`config.mk`:
```
export PLATFORM = sky130hd
export DESIGN_NAME = scs_clock_ctrl
export DESIGN_NICKNAME = d
export VERILOG_FILES = /design/src/rtl/scs_pkg.sv /design/src/rtl/scs_clock_ctrl.sv /design/src/rtl/scs_osc_div.sv
export SDC_FILE = /design/constraint.sdc
export NUM_CORES = 1
export LEC_CHECK = 0
export BUFFER_PORTS_ARGS = -buffer_cell sky130_fd_sc_hd__buf_2
export CAP_MARGIN = 20
export CELL_PAD_IN_SITES_DETAIL_PLACEMENT = 2
export CELL_PAD_IN_SITES_GLOBAL_PLACEMENT = 2
export CORE_ASPECT_RATIO = 1.1
export CORE_MARGIN = 10
export CORE_UTILIZATION = 30
export CTS_CLUSTER_DIAMETER = 80
export DETAILED_ROUTE_END_ITERATION = 12
export GPL_ROUTABILITY_DRIVEN = 0
export PLACE_DENSITY = 0.71
export SYNTH_ARGS = -nofsm -noshare
export SYNTH_HDL_FRONTEND = slang
export SYNTH_SLANG_ARGS = --single-unit
```
`constraint.sdc`:
```
create_clock -name core_clk -period 2.4 [get_ports core_clk]
set_input_delay 0.6 -clock core_clk [delete_from_list [all_inputs] [get_ports core_clk]]
set_output_delay 0.6 -clock core_clk [all_outputs]
set_load 0.03 [all_outputs]
```
`src/rtl/scs_pkg.sv`:
```
package scs_pkg;

    ////////////////////////////////////////////////////////////////////////////////
    // register map, indirect register interface
    localparam logic [7:0] ADDR_SOURCE_SELECT = 8'h32; // source_select_register
    localparam logic [7:0] ADDR_OSC_CONTROL   = 8'h33; // oscillator_control_reg
    localparam logic [7:0] ADDR_REVISION      = 8'h34; // revision_code

    // values after reset
    localparam logic [7:0] RST_SOURCE_SELECT  = 8'h00;
    localparam logic [7:0] RST_OSC_CONTROL    = 8'h06;
    localparam logic [7:0] READ_UNMAPPED      = 8'h00;

    // field positions
    localparam int SEL_LSB      = 0;
    localparam int SEL_MSB      = 2;
    localparam int OSC_PIN_BIT  = 0; // osc_pin_control
    localparam int OSC_PWR_BIT  = 1; // osc_power_enable
    localparam int OSC_HOLD_BIT = 2; // osc_internal_hold
    localparam int OSC_RSV_BIT  = 3; // reserved, reads zero

    // source_select_field encodings
    localparam logic [2:0] SRC_DIV1 = 3'h0;
    localparam logic [2:0] SRC_DIV2 = 3'h1;
    localparam logic [2:0] SRC_DIV4 = 3'h2;
    localparam logic [2:0] SRC_DIV8 = 3'h3;
    localparam logic [2:0] SRC_EXT  = 3'h4;
    localparam logic [2:0] SRC_RTC  = 3'h5;

    // width of the internal divider chain (taps /1 /2 /4 /8)
    localparam int DIV_TAPS = 4;

    ////////////////////////////////////////////////////////////////////////////////
    // carriers
    typedef struct packed {
        logic       wr;    // one-cycle write strobe
        logic       rd;    // one-cycle read strobe
        logic [7:0] addr;  // register address
        logic [7:0] wdata; // write data
    } scs_reg_req_t;

    typedef struct packed {
        logic hold; // osc_internal_hold
        logic pwr;  // osc_power_enable
        logic pin;  // osc_pin_control
    } scs_osc_ctl_t;

    // clock switch sequencer
    typedef enum logic [2:0] {
        SW_RUN   = 3'b001,
        SW_DRAIN = 3'b010,
        SW_ALIGN = 3'b100
    } scs_sw_state_t;

endpackage : scs_pkg

```
`src/rtl/scs_clock_ctrl.sv`:
```
//
// Contract
// - reset selects undivided internal oscillator
// - select 000..011 divide oscillator by 1/2/4/8
// - 100 external pin, 101 rtc, others reserved
// - select bits 7:3 read zero, writes ignored
// - override bit forces external clock source
// - hold zero without pin control gates oscillator output only
// - power enable zero unpowers the oscillator
// - pin control with hold zero: rise stops, fall restarts
// - reserved bit 3 reads zero, write zero
// - writing 0x00 shuts oscillator down
// - fixed eight-bit revision code, read only
//
module scs_clock_ctrl #(
    parameter logic [7:0] REVISION_CODE = 8'h5a // arbitrary value
) (
    input  wire logic                 core_clk,        // 125 MHz clock
    input  wire logic                 nrst,            // async reset, active low
    input  wire logic                 ce,              // clock enable
    input  wire scs_pkg::scs_reg_req_t reg_req,        // register request
    output logic [7:0]                reg_rdata,       // read data, one cycle after rd
    input  wire logic                 ext_clk,         // external cmos clock pin
    input  wire logic                 rtc_clk,         // rtc oscillator level
    input  wire logic                 ext_override,    // external_clock_override
    output logic                      sys_clk,         // selected system clock
    output logic [2:0]                sys_src,         // source now driving sys_clk
    output logic                      osc_powered,     // oscillator has power
    output logic                      osc_clk_on       // oscillator output ungated
);
    import scs_pkg::*;

    ////////////////////////////////////////////////////////////////////////////////
    // registers

    logic [2:0]    source_select;  // source_select_field
    scs_osc_ctl_t  osc_ctl;        // oscillator_control_reg fields
    logic          ext_prev;       // last sampled ext_clk
    logic          pin_stopped;    // oscillator stopped by the pin
    scs_sw_state_t sw_state;       // switch sequencer state
    logic [DIV_TAPS-1:0] taps;     // divider outputs
    logic          next_clk_on;    // next oscillator output enable
    logic [2:0]    want_src;       // source requested now

    // level of a source code; reserved codes read low
    // source decode
    function automatic logic src_level(input logic [2:0] code,
                                       input logic [DIV_TAPS-1:0] t,
                                       input logic ext, input logic rtc);
        unique case (code)
            SRC_DIV1: src_level = t[0];
            SRC_DIV2: src_level = t[1];
            SRC_DIV4: src_level = t[2];
            SRC_DIV8: src_level = t[3];
            SRC_EXT:  src_level = ext;
            SRC_RTC:  src_level = rtc;
            default:  src_level = 1'b0;
        endcase
    endfunction : src_level

    function automatic logic is_write(input scs_reg_req_t r, input logic [7:0] a);
        is_write = r.wr && (r.addr == a);
    endfunction : is_write

    function automatic logic is_read(input scs_reg_req_t r, input logic [7:0] a);
        is_read = r.rd && (r.addr == a);
    endfunction : is_read

    // source select register; reserved codes are not taken
    // reset selects div1
    always_ff @(posedge core_clk or negedge nrst) begin
        if (!nrst) begin
            source_select <= RST_SOURCE_SELECT[SEL_MSB:SEL_LSB];
        end else if (ce && is_write(reg_req, ADDR_SOURCE_SELECT)) begin
            if (reg_req.wdata[SEL_MSB:SEL_LSB] <= SRC_RTC) begin
                source_select <= reg_req.wdata[SEL_MSB:SEL_LSB];
            end
        end
    end

    // oscillator control register; bit 3 and up are not stored
    // reserved bit dropped
    always_ff @(posedge core_clk or negedge nrst) begin
        if (!nrst) begin
            osc_ctl <= RST_OSC_CONTROL[OSC_HOLD_BIT:OSC_PIN_BIT];
        end else if (ce && is_write(reg_req, ADDR_OSC_CONTROL)) begin
            osc_ctl.hold <= reg_req.wdata[OSC_HOLD_BIT];
            osc_ctl.pwr  <= reg_req.wdata[OSC_PWR_BIT];
            osc_ctl.pin  <= reg_req.wdata[OSC_PIN_BIT];
        end
    end

    // read path; registered, unmapped reads zero
    // upper select bits zero
    always_ff @(posedge core_clk or negedge nrst) begin
        if (!nrst) begin
            reg_rdata <= READ_UNMAPPED;
        end else if (ce && reg_req.rd) begin
            if (is_read(reg_req, ADDR_SOURCE_SELECT)) begin
                reg_rdata <= {5'h00, source_select};
            end else if (is_read(reg_req, ADDR_OSC_CONTROL)) begin
                reg_rdata <= {4'h0, 1'b0, osc_ctl.hold, osc_ctl.pwr, osc_ctl.pin};
            end else if (is_read(reg_req, ADDR_REVISION)) begin
                reg_rdata <= REVISION_CODE;
            end else begin
                reg_rdata <= READ_UNMAPPED;
            end
        end
    end

    ////////////////////////////////////////////////////////////////////////////////
    // oscillator enable

    always_ff @(posedge core_clk or negedge nrst) begin
        if (!nrst) begin
            ext_prev    <= 1'b0;
            pin_stopped <= 1'b0;
        end else if (ce) begin
            ext_prev <= ext_clk;
            if (!osc_ctl.pin || osc_ctl.hold) begin
                pin_stopped <= 1'b0;
            end else if (ext_clk && !ext_prev) begin
                pin_stopped <= 1'b1;
            end else if (!ext_clk && ext_prev) begin
                pin_stopped <= 1'b0;
            end
        end
    end

    always_comb begin
        next_clk_on = osc_ctl.pwr &&
                      (osc_ctl.hold || (osc_ctl.pin && !pin_stopped));
    end

    // power enable, all zeros shut down
    always_ff @(posedge core_clk or negedge nrst) begin
        if (!nrst) begin
            osc_powered <= RST_OSC_CONTROL[OSC_PWR_BIT];
            osc_clk_on  <= RST_OSC_CONTROL[OSC_HOLD_BIT];
        end else if (ce) begin
            osc_powered <= osc_ctl.pwr;
            osc_clk_on  <= next_clk_on;
        end
    end

    // oscillator and its divider chain
    scs_osc_div #(
        .TAPS (DIV_TAPS)
    ) u_osc_div (
        .core_clk (core_clk),
        .nrst     (nrst),
        .ce       (ce),
        .run      (osc_clk_on),
        .taps     (taps)
    );

    ////////////////////////////////////////////////////////////////////////////////
    // source switching

    always_comb begin
        want_src = ext_override ? SRC_EXT : source_select;
    end

    // drain high phase, wait for low of new source, then switch
    always_ff @(posedge core_clk or negedge nrst) begin
        if (!nrst) begin
            sw_state <= SW_RUN;
            sys_src  <= SRC_DIV1;
            sys_clk  <= 1'b0;
        end else if (ce) begin
            unique case (sw_state)
                SW_RUN: begin
                    sys_clk <= src_level(sys_src, taps, ext_clk, rtc_clk);
                    if (want_src != sys_src) begin
                        sw_state <= SW_DRAIN;
                    end
                end
                SW_DRAIN: begin
                    sys_clk <= src_level(sys_src, taps, ext_clk, rtc_clk);
                    if (!src_level(sys_src, taps, ext_clk, rtc_clk)) begin
                        sw_state <= SW_ALIGN;
                    end
                end
                SW_ALIGN: begin
                    sys_clk <= 1'b0;
                    if (!src_level(want_src, taps, ext_clk, rtc_clk)) begin
                        sys_src  <= want_src;
                        sw_state <= SW_RUN;
                    end
                end
                default: begin
                    sw_state <= SW_RUN;
                end
            endcase
        end
    end

    logic first_cyc; // high for the first cycle after reset release
    always_ff @(posedge core_clk or negedge nrst) begin
        if (!nrst) begin
            first_cyc <= 1'b1;
        end else begin
            first_cyc <= 1'b0;
        end
    end
endmodule : scs_clock_ctrl

```
`src/rtl/scs_osc_div.sv`:
```
// internal oscillator model with its divide-by-1/2/4/8 chain
module scs_osc_div #(
    parameter int TAPS = scs_pkg::DIV_TAPS
) (
    input  wire logic            core_clk, // module clock
    input  wire logic            nrst,     // async reset, active low
    input  wire logic            ce,       // clock enable, freezes state
    input  wire logic            run,      // oscillator clock output enabled
    output logic [TAPS-1:0]      taps      // bit n = oscillator divided by 2**n
);
    import scs_pkg::*;

    // counter advanced while run and ce are high; bit 0 toggles each such cycle and stands for the oscillator
    always_ff @(posedge core_clk or negedge nrst) begin
        if (!nrst) begin
            taps <= '0;
        end else if (ce && run) begin
            taps <= taps + TAPS'(1);
        end
    end

endmodule : scs_osc_div

```
* Word-level counts from Yosys, hierarchy flattened *
Index checks and enable logic that the tools add are counted.

cells by class
  add/sub/neg operators = 1
  bitwise operators = 1
  reductions and logical operators = 29
  multiplexer cells = 18
  eq/ne operators = 20
  order comparisons = 1

operators with widths
  cell                   number
  $eq A8 B6 Y1 const B   3
  $mux W7                3
  $eq A3 B2 Y1 const B   5
  $eq A3 B3 Y1 const B   5
  $logic_and A1 B1 Y1    13
  $mux W3                4
  $pmux W1 S6            2
  $eq A3 B1 Y1 const B   3
  $pmux W3 S3            1
  $mux W1                7
  $logic_not A3 Y1       2
  $ne A2 B2 Y1 const B   3
  $reduce_and A2 Y1      3
  $add A4 B1 Y4 const B  1
  $logic_not A1 Y1       4
  $reduce_and A4 Y1      1
  $le A3 B3 Y1 const B   1
  $ne A3 B3 Y1           1
  $reduce_and A3 Y1      1
  $reduce_bool A3 Y1     1
  $logic_or A1 B1 Y1     2
  $pmux W1 S2            1
  $reduce_bool A2 Y1     1
  $reduce_or A2 Y1       1
  $not A1 Y1             1

word-level totals
  register bits after elaboration = 29
  output and inout port bits = 14
  logic and storage cells = 83

* Longest topological paths before layout *
  depth in word-level cells = 7
  depth in mapped cells = 6
  gate-level depth less buffers = 5

* Hierarchy *
Synthesis repeated with hierarchy kept, for this count alone.

unflattened totals
  cells, all modules = 143
  area, all modules = 1,468.9 um^2

by module, submodules not included
  module          area each (um^2)  cells each  seq. area each (um^2)  times used
  scs_clock_ctrl  1,292.5           130         531.8                  1
  scs_osc_div     176.4             13          100.1                  1

* Worst setup path before layout *
No wires, ideal clock.

  path kind = register to register
  start point = reg sys_src[0]
  end point = reg sw_state[1]
  setup time = 0.126 ns
  data required time = 2.274 ns
  cell stages (with the launch flop) = 4
  path buffers = 0
  data arrival time = 1.700 ns
  path slack = 0.574 ns
  cell sequence = dfrtp_1 mux4_2 mux2_2 a311o_1

between the ends
  cells in the longest elaborated chain, start to end = 6
  elaborated cells on any way between the ends = 13

RTL lines
  what                                        line                   text
  start: declaration                          scs_clock_ctrl.sv:27   output logic [2:0] sys_src,
  start signal: assignment                    scs_clock_ctrl.sv:187  sys_src <= want_src;
  $eq A3 B3 Y1, or another cell as far along  scs_clock_ctrl.sv:50   unique case (code)
  $pmux W1 S6                                 scs_clock_ctrl.sv:50
  $mux W1                                     scs_clock_ctrl.sv:171  unique case (sw_state)
  $mux W1                                     scs_clock_ctrl.sv:170  end else if (ce) begin
  $ne A2 B2 Y1 (no line)                      --
  $reduce_and A4 Y1 (no line) *               --
  end signal: assignment                      scs_clock_ctrl.sv:167  sw_state <= SW_RUN;
  end signal: assignment                      scs_clock_ctrl.sv:175  sw_state <= SW_DRAIN;
  end signal: assignment                      scs_clock_ctrl.sv:181  sw_state <= SW_ALIGN;
  end: declaration                            scs_clock_ctrl.sv:40   scs_sw_state_t sw_state;

Every way passes the cells marked *; elsewhere a longest branch is shown, timed or not. The select of a mux whose other input is x is not followed.
A chain may end at the register's enable or synchronous reset.

* Worst setup path after layout *
  start point = reg source_select[1]
  end point = reg sys_src[2]

between the ends
  cells in the longest elaborated chain, start to end = 7
  elaborated cells on any way between the ends = 12

RTL lines
  what                                        line                   text
  start: declaration                          scs_clock_ctrl.sv:36   logic [2:0] source_select;
  start signal: assignment                    scs_clock_ctrl.sv:73   source_select <= RST_SOURCE_SELECT[SEL_MSB:SEL_LSB];
  start signal: assignment                    scs_clock_ctrl.sv:76   source_select <= reg_req.wdata[SEL_MSB:SEL_LSB];
  $mux W3 *                                   scs_clock_ctrl.sv:161  want_src = ext_override ? SRC_EXT : source_select;
  $eq A3 B3 Y1, or another cell as far along  scs_clock_ctrl.sv:50
  $pmux W1 S6 *                               scs_clock_ctrl.sv:50
  $mux W1 *                                   scs_clock_ctrl.sv:171
  $mux W1 *                                   scs_clock_ctrl.sv:170
  $not A1 Y1 (no line) *                      --
  $reduce_and A3 Y1 (no line) *               --

Marks and branches as above.

==> flow_metrics.env <==
export IMPL_period_share_pct=79.50
export IMPL_routedWlPerCell_um=18.83
export IMPL_syn2layout_area_growth_pct=15.37
export IMPL_status="complete, no violations"
export IMPL_die_h_um=92.07
export IMPL_critPathTopFamily="multiplexers"
export IMPL_cp_required_ps=2560
export IMPL_p_leak_nw=0.7679
export IMPL_h_tree_depth=1
export IMPL_worstSkewPairLatency_ps=270
export IMPL_fin_setup_tns_ps=0
export IMPL_crit_path_start_kind="flip-flop"
export IMPL_final_cell_mix="buf_2, dfrtp_1, nand2_1"
export IMPL_pwr_density_cell_nw_per_um2=644.1
export IMPL_synth_edf_count=0
export IMPL_portBuffers=30
export IMPL_synthesis_instances=129
export IMPL_synth_compound_area_share_pct=12.01
export IMPL_pwr_share_seq_pct=50.9
export IMPL_synth_flop_cell="dfrtp_1"
export IMPL_max_vdd_ir_drop_mv=0.2280
export IMPL_power_mw=1.053
export IMPL_pin_count=38
export IMPL_p_comb_share_pct=24.7
export IMPL_internal_power_uw=700.2
export IMPL_ant_nets=0
export IMPL_start_util_pct=30.66
export IMPL_track_usage_pct=9.971
export IMPL_hold_buffers=0
export IMPL_synth_top_family_by_area="simple AND/OR/NAND/NOR gates"
export IMPL_synthSimpleGateAreaFrac_pct=17.93
export IMPL_synth_xor_area_share_pct=4.329
export IMPL_slew_viol_final=0
export IMPL_cp_buffers_inverters=0
export IMPL_cts_root_buf="clkbuf_8"
export IMPL_grt_most_used_layer="met2"
export IMPL_antenna_cells=0
export IMPL_design_area_um2=1634
export IMPL_max_slew_margin_pct=57.76
export IMPL_clkPwrFrac_pct=24.4
export IMPL_grtUsageMet1_pct=10.03
export IMPL_crit_fanout=7
export IMPL_yosysWarnings=0
export IMPL_p_sw_uw=352.3
export IMPL_fmax_ghz=0.5241
export IMPL_netlist_area_um2=1416
export IMPL_antenna_found_initial=0
export IMPL_cts_inserted_buffers=3
export IMPL_die_width_um=85.52
export IMPL_syn_avg_cell_area_um2=10.98
export IMPL_setup_viol=0
export IMPL_cp_end_kind="flip-flop"
export IMPL_clk_path_buf_depth=2
export IMPL_synthAdderAreaFrac_pct=0.8834
export IMPL_finalWirelength_mm=3.992
export IMPL_post_cts_buffers=0
export IMPL_clock_sinks=25
export IMPL_grt_max_degree=26
export IMPL_num_rows=26
export IMPL_place_area_um2=1588
export IMPL_rsz0062_at_grt="false"
export IMPL_via_count=1090
export IMPL_ys_types=43
export IMPL_dpl_hpwl_mm=3.313
export IMPL_synth_async_reset_ratio_pct=100.0
export IMPL_layout_drive_gt1_share_pct=37.18
export IMPL_core_area_um2=4619
export IMPL_final_common_cell="buf_2"
export IMPL_gr_usage_met3_pct=1.504
export IMPL_cts_resized_gates=0
export IMPL_drtIter0Drc=63
export IMPL_period_needed_ps=1908
export IMPL_ys_seq_area_share_pct=44.61
export IMPL_dr_pass1_iters=2
export IMPL_cp_slowest_cell="mux4_2"
export IMPL_routed_via_density=5.142
export IMPL_dieArea_um2=7873
export IMPL_finClkSkew_ps=5.508
export IMPL_grt_pass1_vias=1235
export IMPL_slowest_delay_ps=530
export IMPL_drc=0
export IMPL_critical_path_class="flip-flop to flip-flop"
export IMPL_min_path_type="input port to async pin"
export IMPL_grt_util_met2_pct=20.06
export IMPL_finalHoldViolCount=0
export IMPL_drv_cap=0
export IMPL_ys_ff_latch=25
export IMPL_clk_transition_reported_paths_ps=90
export IMPL_fin_ws_ps=492.1
export IMPL_arrival_ps=2070
export IMPL_globalRouteOverflowTotal=0
export IMPL_path_cells="mux4_2, nand2b_1, and3_4, nand4bb_4, mux2_4"
export IMPL_sw_frac_of_total_pct=33.47
export IMPL_cts_tree="built"
export IMPL_grt_pass1_wl_mm=6.451
export IMPL_pre_cts_ws_ps=265.8
export IMPL_final_nets=182
export IMPL_synthMuxAreaShare_pct=14.93
export IMPL_tightest_slew_ps=624.8
==> through the flow <==
stage	hold slack [ps]	utilization (%)	cells
final	317.5	35.37	212
after global routing	357.4	35.37	212
after CTS	339.5	35.37	212
after detailed placement	471.8	34.37	208
after global placement	464.9	34.37	208
after floorplan	304.4	-	130
==> layout make-up <==
cell class | count | area (um^2)
Fill cell | 533 | 2985
Multi-Input combinational cell | 92 | 716.9
Sequential cell | 25 | 631.9
Timing Repair Buffer | 30 | 150.1
Tap cell | 56 | 70.07
Clock buffer | 3 | 41.29
Inverter | 5 | 18.77
Clock inverter | 1 | 5.005
==> synth_stat cells (4+ instances only) <==
cell type | n | area (um^2)
o21ai_0 | 6 | 30.03
nor2b_1 | 4 | 25.02
nor2_1 | 9 | 33.78
nand2_1 | 10 | 37.54
a21oi_1 | 4 | 20.02
buf_4 | 4 | 30.03
mux2_2 | 9 | 101.4
inv_1 | 5 | 18.77
dfstp_2 | 5 | 131.4
nand2b_1 | 4 | 25.02
dfrtp_1 | 20 | 500.5
xor2_1 | 4 | 35.03
==> final timing paths <==
check                            startpoint  cells after the start           to  slack (ps)
setup / recovery           source_select[1]                      5   sys_src[2]         490
setup reg to reg           source_select[1]                      5   sys_src[2]         490
hold / removal                         nrst                      1  sw_state[1]         320
min in group core_clk           osc_powered                      2  osc_powered         480
max in group asynchronous              nrst                      1   osc_ctl[0]        1700
hold reg to reg                 osc_powered                      2  osc_powered         480
==> sequential cells by signal, summed over array words and instances (netlist names) <==
name            count
reg_rdata           4
sys_clk             1
ext_prev            1
sys_src             3
source_select       3
sw_state            3
pin_stopped         1
osc_powered         1
u_osc_div.taps      4
osc_clk_on          1
osc_ctl             3
==> power by group through the flow <==
stage | Sequential (mW) | Combinational (mW) | Clock [mW]
6_report | 0.536 | 0.260 | 0.257
5_1_grt | 0.544 | 0.287 | 0.284
4_1_cts | 0.535 | 0.268 | 0.264
3_5_place_dp | 0.544 | 0.269 | 0
3_3_place_gp | 0.537 | 0.248 | 0
2_1_floorplan | 0.540 | 0.177 | 0
==> metal layers <==
layer	up-vias	routed length [um]	share of wire, %
met5	-	0	0
li1	512	-	-
met2	13	2307	58
met3	4	116	2.9
met4	0	44	1.1
met1	561	1524	38
==> worst register-to-register path, delay by kind of cell (launching register included) <==
family,cells,cell delay (ps)
flip-flops,1,500
multiplexers,2,860
AND/OR/NAND/NOR,3,440
==> cell families (layout without fill, tap and decap cells) <==
group | count (synthesis) | after routing
XOR/XNOR | 7 | 7
AND/OR/NAND/NOR | 43 | 43
other | 1 | 2
flip-flops | 25 | 25
adder cells (fa/ha/maj) | 1 | 1
multiplexers | 16 | 16
buffers and inverters | 13 | 39
AO/OA/AOI/OAI | 23 | 23
Power figures use the tool's default switching activity.
